## config.mk

```make
export PLATFORM = sky130hd
export DESIGN_NAME = ftd_decoder
export DESIGN_NICKNAME = d
export VERILOG_FILES = /design/src/rtl/ftd_unit_field.v /design/src/rtl/ftd_decoder.v
export VERILOG_INCLUDE_DIRS = /design/src /design/src/rtl
export SDC_FILE = /design/constraint.sdc
export NUM_CORES = 1
export LEC_CHECK = 0
export BUFFER_PORTS_ARGS = -buffer_cell sky130_fd_sc_hd__buf_2
export CORE_MARGIN = 3
export CORE_UTILIZATION = 51
export CTS_CLUSTER_SIZE = 40
export DETAILED_ROUTE_END_ITERATION = 7
export PLACE_DENSITY = 0.82
export SYNTH_ARGS = -nofsm -noshare
export SYNTH_HDL_FRONTEND = slang
export SYNTH_SLANG_ARGS = --single-unit
```

## constraint.sdc

```tcl
create_clock -name clock -period 2.5 [get_ports clock]
set_input_delay 0.25 -clock clock [delete_from_list [all_inputs] [get_ports clock]]
set_output_delay 0.25 -clock clock [all_outputs]
set_load 0.01 [all_outputs]
```

## src/rtl/ftd_defs.vh

```
// Constants for the flow-unit and temperature decoder
`ifndef FTD_DEFS_VH
`define FTD_DEFS_VH
`define FTD_WORD_W        16
`define FTD_PFX_LSB       0
`define FTD_PFX_MSB       3
`define FTD_TB_LSB        4
`define FTD_TB_MSB        7
`define FTD_UNIT_LSB      8
`define FTD_UNIT_MSB      12
`define FTD_PFX_MIN       4'h3
`define FTD_PFX_MAX       4'hd
`define FTD_PFX_ONE       4'h8
`define FTD_TB_MAX        4'h6
`define FTD_UNIT_NORM0    5'h00
`define FTD_UNIT_STD25    5'h03
`define FTD_UNIT_LITER    5'h08
`define FTD_UNIT_GRAM     5'h09
`define FTD_TEMP_SCALE    16'h00c8
`define FTD_TEMP_OFFSET   16'h0000
`define FTD_FRAC_W        8
`define FTD_DIV_CYCLES    5'h18
`endif

```

## src/rtl/ftd_unit_field.v

```verilog
// Range check of one unit-word field against an allowed code window
`timescale 1ns/10ps
module ftd_unit_field #(
  parameter W = 4
) (
  input  wire [W-1:0] code,
  input  wire [W-1:0] lo,
  input  wire [W-1:0] hi,
  output wire         ok
);
  assign ok = (code >= lo) && (code <= hi);
endmodule

```

## src/rtl/ftd_decoder.v

```verilog
// Temperature conversion and flow-unit word splitting
`timescale 1ns/10ps
`include "ftd_defs.vh"
// Notes on behaviour
// [RULE_01] Temperature word is 16-bit signed two's complement
// [RULE_02] Celsius equals raw minus offset, over scale
// [RULE_03] Unit word: low 13 bits carry fields
// [RULE_04] Bits 3:0 prefix, codes 3..13, 8 is one
// [RULE_05] Bits 7:4 time base, codes 0..6
// [RULE_06] Bits 12:8 unit: 0..3, 8, 9
// [RULE_07] Flag bad codes, ignore bits 15..13
module ftd_decoder (
  input  wire        clock,
  input  wire        sys_rst,
  input  wire        temp_valid,
  input  wire [15:0] temp_raw,
  input  wire        unit_valid,
  input  wire [15:0] unit_raw,
  output reg         temp_busy_q,
  output reg         temp_done_q,
  output reg  [15:0] temp_int_q,
  output reg  [7:0]  temp_frac_q,
  output reg         unit_done_q,
  output reg  [3:0]  unit_prefix_q,
  output reg  [3:0]  unit_timebase_q,
  output reg  [4:0]  unit_kind_q,
  output reg         unit_is_one_q,
  output reg         unit_invalid_q
);
  ////////////////////////////////////////////////////////////////////////////
  // Temperature: remove the offset, then divide by the scale one bit a cycle
  localparam ST_IDLE = 2'b01;
  localparam ST_DIV  = 2'b10;

  reg  [1:0]  state_q;
  reg  [1:0]  state_d;
  reg  [4:0]  cnt_q;
  reg  [4:0]  cnt_d;
  reg         neg_q;
  reg         neg_d;
  reg  [23:0] quo_q;
  reg  [23:0] quo_d;
  reg  [16:0] rem_q;
  reg  [16:0] rem_d;
  reg         temp_busy_d;
  reg         temp_done_d;
  reg  [15:0] temp_int_d;
  reg  [7:0]  temp_frac_d;
  wire [15:0] offset;
  wire [15:0] scale;
  wire [16:0] diff;
  wire [16:0] mag;
  wire [16:0] rem_sh;
  wire        take;
  wire [23:0] quo_n;
  wire [23:0] res;

  assign offset = `FTD_TEMP_OFFSET;
  assign scale  = `FTD_TEMP_SCALE;
  // Sign-extend before subtracting so the full -32768..32767 range survives
  assign diff   = {temp_raw[15], temp_raw} - {offset[15], offset}; // [RULE_01]
  assign mag    = diff[16] ? (17'h00000 - diff) : diff;
  // Serial restoring divide: one quotient bit a cycle keeps area small
  assign rem_sh = {rem_q[15:0], quo_q[23]};
  assign take   = rem_sh >= {1'b0, scale};
  assign quo_n  = {quo_q[22:0], take};
  // Fixed point with 8 fraction bits; sign goes on last, so it truncates toward zero
  assign res    = neg_q ? (24'h000000 - quo_n) : quo_n;

  always @* begin
    state_d     = state_q;
    cnt_d       = cnt_q;
    neg_d       = neg_q;
    quo_d       = quo_q;
    rem_d       = rem_q;
    temp_busy_d = temp_busy_q;
    temp_done_d = 1'b0;
    temp_int_d  = temp_int_q;
    temp_frac_d = temp_frac_q;
    case (state_q)
      ST_IDLE: begin
        if (temp_valid) begin
          neg_d       = diff[16]; // [RULE_02]
          // Offset zero keeps the magnitude within 16 bits, so bit 16 can go
          quo_d       = {mag[15:0], 8'h00};
          rem_d       = 17'h00000;
          cnt_d       = `FTD_DIV_CYCLES;
          temp_busy_d = 1'b1;
          state_d     = ST_DIV;
        end
      end
      ST_DIV: begin
        // A request that arrives now is dropped with no sign to the host
        rem_d = take ? (rem_sh - {1'b0, scale}) : rem_sh; // [RULE_02]
        quo_d = quo_n;
        cnt_d = cnt_q - 5'h01;
        if (cnt_q == 5'h01) begin
          temp_int_d  = res[23:8];
          temp_frac_d = res[7:0];
          temp_done_d = 1'b1;
          temp_busy_d = 1'b0;
          state_d     = ST_IDLE;
        end
      end
      default: begin
        state_d     = ST_IDLE;
        temp_busy_d = 1'b0;
      end
    endcase
  end

  always @(posedge clock) begin
    if (sys_rst) begin
      state_q     <= ST_IDLE;
      cnt_q       <= 5'h00;
      neg_q       <= 1'b0;
      quo_q       <= 24'h000000;
      rem_q       <= 17'h00000;
      temp_busy_q <= 1'b0;
      temp_done_q <= 1'b0;
      temp_int_q  <= 16'h0000;
      temp_frac_q <= 8'h00;
    end else begin
      state_q     <= state_d;
      cnt_q       <= cnt_d;
      neg_q       <= neg_d;
      quo_q       <= quo_d;
      rem_q       <= rem_d;
      temp_busy_q <= temp_busy_d;
      temp_done_q <= temp_done_d;
      temp_int_q  <= temp_int_d;
      temp_frac_q <= temp_frac_d;
    end
  end

  ////////////////////////////////////////////////////////////////////////////
  // Flow-unit word: split into its three fields and range-check each
  wire [3:0] pfx;
  wire [3:0] tb;
  wire [4:0] kind;
  wire       pfx_ok;
  wire       tb_ok;
  wire       std_ok;
  wire       lg_ok;
  wire       kind_ok;
  reg        unit_done_d;
  reg  [3:0] unit_prefix_d;
  reg  [3:0] unit_timebase_d;
  reg  [4:0] unit_kind_d;
  reg        unit_is_one_d;
  reg        unit_invalid_d;

  // Bits 15..13 are never looked at, so junk there cannot flag a word
  assign pfx  = unit_raw[`FTD_PFX_MSB:`FTD_PFX_LSB];    // [RULE_04]
  assign tb   = unit_raw[`FTD_TB_MSB:`FTD_TB_LSB];      // [RULE_05]
  assign kind = unit_raw[`FTD_UNIT_MSB:`FTD_UNIT_LSB];  // [RULE_06]

  ftd_unit_field #(.W(4)) u_pfx (
    .code (pfx),
    .lo   (`FTD_PFX_MIN),
    .hi   (`FTD_PFX_MAX),
    .ok   (pfx_ok)
  );

  ftd_unit_field #(.W(4)) u_tb (
    .code (tb),
    .lo   (4'h0),
    .hi   (`FTD_TB_MAX),
    .ok   (tb_ok)
  );

  ftd_unit_field #(.W(5)) u_std (
    .code (kind),
    .lo   (`FTD_UNIT_NORM0),
    .hi   (`FTD_UNIT_STD25),
    .ok   (std_ok)
  );

  // Liter and gram sit apart from the four gas-volume codes
  ftd_unit_field #(.W(5)) u_lg (
    .code (kind),
    .lo   (`FTD_UNIT_LITER),
    .hi   (`FTD_UNIT_GRAM),
    .ok   (lg_ok)
  );
  assign kind_ok = std_ok || lg_ok; // [RULE_06]

  always @* begin
    unit_done_d     = unit_valid;
    unit_prefix_d   = unit_prefix_q;
    unit_timebase_d = unit_timebase_q;
    unit_kind_d     = unit_kind_q;
    unit_is_one_d   = unit_is_one_q;
    unit_invalid_d  = unit_invalid_q;
    // Fields hold between words so a slow reader still sees them
    if (unit_valid) begin
      unit_prefix_d   = pfx;                            // [RULE_03]
      unit_timebase_d = tb;                             // [RULE_03]
      unit_kind_d     = kind;                           // [RULE_03]
      unit_is_one_d   = (pfx == `FTD_PFX_ONE);          // [RULE_04]
      unit_invalid_d  = !(pfx_ok && tb_ok && kind_ok);  // [RULE_07]
    end
  end

  always @(posedge clock) begin
    if (sys_rst) begin
      unit_done_q     <= 1'b0;
      unit_prefix_q   <= 4'h0;
      unit_timebase_q <= 4'h0;
      unit_kind_q     <= 5'h00;
      unit_is_one_q   <= 1'b0;
      unit_invalid_q  <= 1'b0;
    end else begin
      unit_done_q     <= unit_done_d;
      unit_prefix_q   <= unit_prefix_d;
      unit_timebase_q <= unit_timebase_d;
      unit_kind_q     <= unit_kind_d;
      unit_is_one_q   <= unit_is_one_d;
      unit_invalid_q  <= unit_invalid_d;
    end
  end
endmodule

```

-- Yosys cells after proc, flatten, opt, wreduce, memory -nomap -nowiden
Index checks and enable logic that the tools add are counted.
- register bits after elaboration: 90
- output and inout port bits: 42
- logic and storage cells: 65
- add/subtract/negate cells: 4
- magnitude comparators: 9
- equal/unequal tests: 6
- muxes and demuxes: 16
- bitwise gates (word level): 1
- reductions and logical operators: 14
- operators with widths (operator ; number):
    16-bit two-way mux ; 3
    24-bit two-way mux ; 2
    24-bit one-hot mux with 2 select lines ; 1
    16-bit one-hot mux with 2 select lines ; 1
    1-bit by 24-bit subtractor with 24-bit output (first input constant) ; 1
    17-bit by 8-bit >= comparator with 1-bit output (second input constant) ; 1
    1-bit by 16-bit subtractor with 16-bit output (first input constant) ; 1
    16-bit by 8-bit subtractor with 16-bit output (second input constant) ; 1
    5-bit one-hot mux with 2 select lines ; 1
    2-bit AND reduction ; 4
    1-bit logical AND ; 6
    5-bit by 1-bit == test with 1-bit output (second input constant) ; 1
    5-bit by 1-bit >= comparator with 1-bit output (second input constant) ; 1
    5-bit by 4-bit >= comparator with 1-bit output (second input constant) ; 1
    5-bit by 2-bit less-or-equal comparator with 1-bit output (second input constant) ; 1
    5-bit by 4-bit less-or-equal comparator with 1-bit output (second input constant) ; 1
    5-bit two-way mux ; 1
    5-bit by 1-bit subtractor with 5-bit output (second input constant) ; 1
    4-bit == test (second input constant) ; 1
    4-bit by 1-bit >= comparator with 1-bit output (second input constant) ; 1
    4-bit by 2-bit >= comparator with 1-bit output (second input constant) ; 1
    4-bit by 3-bit less-or-equal comparator with 1-bit output (second input constant) ; 1
    4-bit less-or-equal comparator (second input constant) ; 1
    2-bit two-way mux ; 2
    11 further kinds ; 14

-- Depth between registers and ports, before layout
- depth in word-level cells: 5
- depth in mapped cells: 11

-- Modules after synthesis
A second synthesis with hierarchy kept.
- cells, all modules: 645
- area total of the unflattened synthesis: 5435.2 um^2
- by module, submodules not included (module ; times used ; cells an instance ; area each (um^2)):
    ftd_decoder ; 1 ; 525 ; 4536.9
    ftd_unit_field (u_lg ...) ; 2 ; 34 ; 252.7
    ftd_unit_field (u_pfx ...) ; 2 ; 26 ; 196.4

-- Worst setup path before layout
Ideal clock, no wire load.
- kind: register -> register
- start point: register rem_q[7]
- end point: register temp_int_q[14]
- setup time: 122 ps
- arrival: 2578 ps
- setup slack: -200 ps
- cell stages (with the launch flop): 10
- path buffers: 0
- path through: dfxtp_1 > or4_4 > a2111o_1 > nand2b_1 > inv_2 > ha_1 > nand3b_1 > nor4_1 > nor4b_1 > a311o_1
- word-level cells in the longest chain between the ends: 3
- RTL lines (element ; line ; text):
    start, declared ; ftd_decoder.v:43 ; reg [16:0] rem_q;
    start signal, assigned ; ftd_decoder.v:128 ; rem_q <= rem_d;
    17-bit by 8-bit >= comparator with 1-bit output ; ftd_decoder.v:65 ; assign take = rem_sh >= {1'b0, scale};
    1-bit by 24-bit subtractor with 24-bit output ; ftd_decoder.v:68 ; assign res = neg_q ? (24'h000000 - quo_n) : quo_n;
    24-bit two-way mux ; ftd_decoder.v:68 ;
    end signal, assigned ; ftd_decoder.v:131 ; temp_int_q <= temp_int_d;
    end, declared ; ftd_decoder.v:21 ; output reg [15:0] temp_int_q,
Every way passes these cells.
A chain may end at the register's enable or synchronous reset.

-- Worst setup path in the final report
- start point: register rem_q[15]
- end point: register temp_int_q[14]
Same word-level chain as after synthesis.

==> results.toml <==
[sta]
rsz0062_at_grt = "true"
period_share = 1.009
finClkSkew_ns = 0.01245
setup_ws_ns = -0.02322
period_needed_ns = 2.523
tightest_slew_ns = 0.7241
slew-limit-headroom = 0.5173
setup_viol = 2
final_hold_viol_count = 0
max_freq_mhz = 396.3
drv_slew = 0

[floorplanning]
die_h_um = 99.59
row_count = 33
ios = 78
core-area_um2 = 8341
die_area_um2 = 9917
start_util = 0.5356
die_w_um = 99.59

[layout]
final_nets = 647
areaGrowthSynthToFinish_pct = 20.34
diodes = 0
fillCellCount = 680
post-route-util = 0.6445
final_layout_size_suffix_gt1_frac = 0.2492

[routing]
drt-initial-drc-count = 212
vias_per_cell = 6.039
vias = 4318
antenna_left = 0
routed_wl_um = 10980
drc_errors = 0
dr.pass1.iters = 4
post_drt_wl_per_cell_um = 15.35

[worst_setup_path]
criticalPathCategory = "reg -> reg"
critical_path.cell_chain = "or4_4, a2111o_1, nand2b_4, inv_4, ha_4, nand3b_1, buf_6, nor4_4, nor4b_2, a311o_1"
end_kind = "flop"
cp_max_fo = 8
cpPeakStageDelay_ns = 0.52
path_delay_family = "simple AND/OR/NAND/NOR gates"
path_buf_inv = 2
arrival_ns = 2.77
crit_path_start_kind = "flop"
critPathRequiredTime_ns = 2.75
path_depth = 10
cpMaxStageDelayCell = "or4_4"
ff2ff_path_depth = 10

[pwr]
p_leak_nw = 2.151
total_power_w = 0.002966
powerDensity_nw_per_um2 = 551.8
ir_drop_mv = 0.3047

[clock_network]
clkTransAtPathRegs_ns = 0.09
hold_buffers = 0
clock_sinks = 89
htree_num_levels = 3
clk_latency_ns = 0.36
cts_tree = "yes"
cts_buffer_depth = 2
cts_made_buffers = 9
cts-root-buf = "clkbuf_8"

[status]
status = "complete, but fails checks"
violations = "setup timing"

[synthesis]
yosysWarnings = 0
yosys_most_used_dff = "dfxtp_1"
synth_edf_count = 0
synth_fp_nets = 565
synth_area_um2 = 4467
synth_seq_cells = 89
syn_avg_cell_area_um2 = 8.524
synth_cell_types = 55
netlist_instances = 524
ys_seq_area_frac = 0.3989
async_flop_share = 0

[worst_hold_path]
hold_class = "in -> reg"
min_path_cells = 3

[placed_design]
dpl.hpwl_um = 7730
portBuffers = 74
place.gp.congestion = 0.9242

[global_routing]
antenna_found_initial = 0
grt.overflow.total = 0
grt_pass1_vias = 4051
grt_pass1_wl_um = 18700
grt.total_usage = 0.2265
grt_max_degree = 36

[run]
cap_violations = 0
## cells in the mapped netlist, drive strengths merged (4+ instances only)
library cell	count	area (µm²)
dfxtp	89	1782
nor2	55	206.5
a21oi	36	180.2
nand2	31	116.4
clkbuf	29	108.9
nand3	25	125.1
xor2	21	183.9
a211oi	20	155.1
mux2i	18	180.2
o21ai	16	80.08
nor3	15	80.08
inv	14	52.55
a22o	13	113.9
xnor2	12	105.1
a22oi	10	75.07
o22ai	9	56.30
buf	8	35.03
o211ai	8	60.06
o31ai	8	60.06
nor2b	7	43.79
nor3b	7	52.55
o41ai	7	76.32
or3	7	43.79
nand2b	6	37.54
nor4	6	37.54
ha	5	62.56
or4	5	41.29
a221oi	4	41.29
## stage by stage
stage / setup WS, ns / hold WS, ns / cell area, µm² / setup TNS (ns) / cells
finish: -0.02322 / 0.1379 / 5375 / -0.04012 / 715
floorplan: -0.1033 / 0.3972 / 4497 / -0.1657 / 524
CTS: -0.02430 / 0.1267 / 5341 / -0.03373 / 714
global placement: -0.03717 / 0.4515 / 5105 / -0.03717 / 699
global route: -0.09571 / 0.1554 / 5375 / -0.4269 / 715
detailed placement: -0.1134 / 0.4536 / 5105 / -0.2247 / 699
## cell families after synthesis
kind of cell | synth area share
compound gates | 0.2258
mux | 0.04286
buf+inv | 0.04398
xor+xnor | 0.06471
fa+ha+maj | 0.01401
simple gates | 0.2098
flops | 0.3989
## repair_timing
action	CTS	global route
gates resized for setup	7	6
setup buffers	0	1
pin swaps	4	3
setup endpoints to repair	8	9
gates cloned	0	0
## final timing paths
check / startpoint / end / slack [ns]
setup / recovery: rem_q[15] / temp_int_q[14] / -0.02
hold / removal: unit_raw[8] / unit_kind_q[0] / 0.14
setup reg to reg: rem_q[15] / temp_int_q[14] / -0.02
hold reg to reg: unit_prefix_q[3] / unit_prefix_q[3] / 0.47
## registers in the layout, indices dropped and copies added, names as in the netlist, 4 cells and up
name	cells
cnt_q	5
unit_timebase_q	4
rem_q	16
quo_q	24
unit_prefix_q	4
unit_kind_q	5
temp_frac_q	8
temp_int_q	16
## power by group
group	leakage, nW	switching (W)	internal (W)	total (W)
clock	0.102	0.000511	0.000514	0.00102
combinational	1.32	0.000240	0.000180	0.000420
sequential	0.725	0.0000608	0.00146	0.00152
## cell usage in the layout, fill, tap and decap left out, types with 10 or more instances in the layout
master / synthesis / layout
a211oi_1: 19 / 19
a21oi_1: 36 / 36
a22o_1: 13 / 13
a22oi_1: 10 / 10
buf_2: 1 / 74
buf_4: 1 / 33
clkbuf_8: 0 / 11
dfxtp_1: 89 / 87
inv_1: 13 / 13
mux2i_1: 18 / 18
nand2_1: 31 / 31
nand3_1: 25 / 25
nor2_1: 55 / 55
nor3_1: 14 / 14
o21ai_0: 16 / 14
xnor2_1: 12 / 12
xor2_1: 21 / 21
## per-layer routing
layer | global-route usage | vias up | share of wire
met5 | 0 | - | 0
met2 | 0.3657 | 194 | 0.46
li1 | - | 2099 | -
met4 | 0.06723 | 0 | 0.011
met1 | 0.3056 | 2008 | 0.44
met3 | 0.04769 | 17 | 0.087
## tightest hold or removal path, stage by stage
cell	delay, ns
buf_2	0.07
mux2i_1	0.05
nor2_1	0.08
## cell type report
type                       instances  area, µm²  share of cell area
clock inverter                     4      51.30            0.009544
tap                              105      131.4             0.02444
multi-input combinational        384       2572              0.4786
clock buffer                      11      151.4             0.02817
timing repair buffer             108      629.4              0.1171
inverter                          14      55.05             0.01024
sequential                        89       1784              0.3319
(Power assumes the default switching activity.)
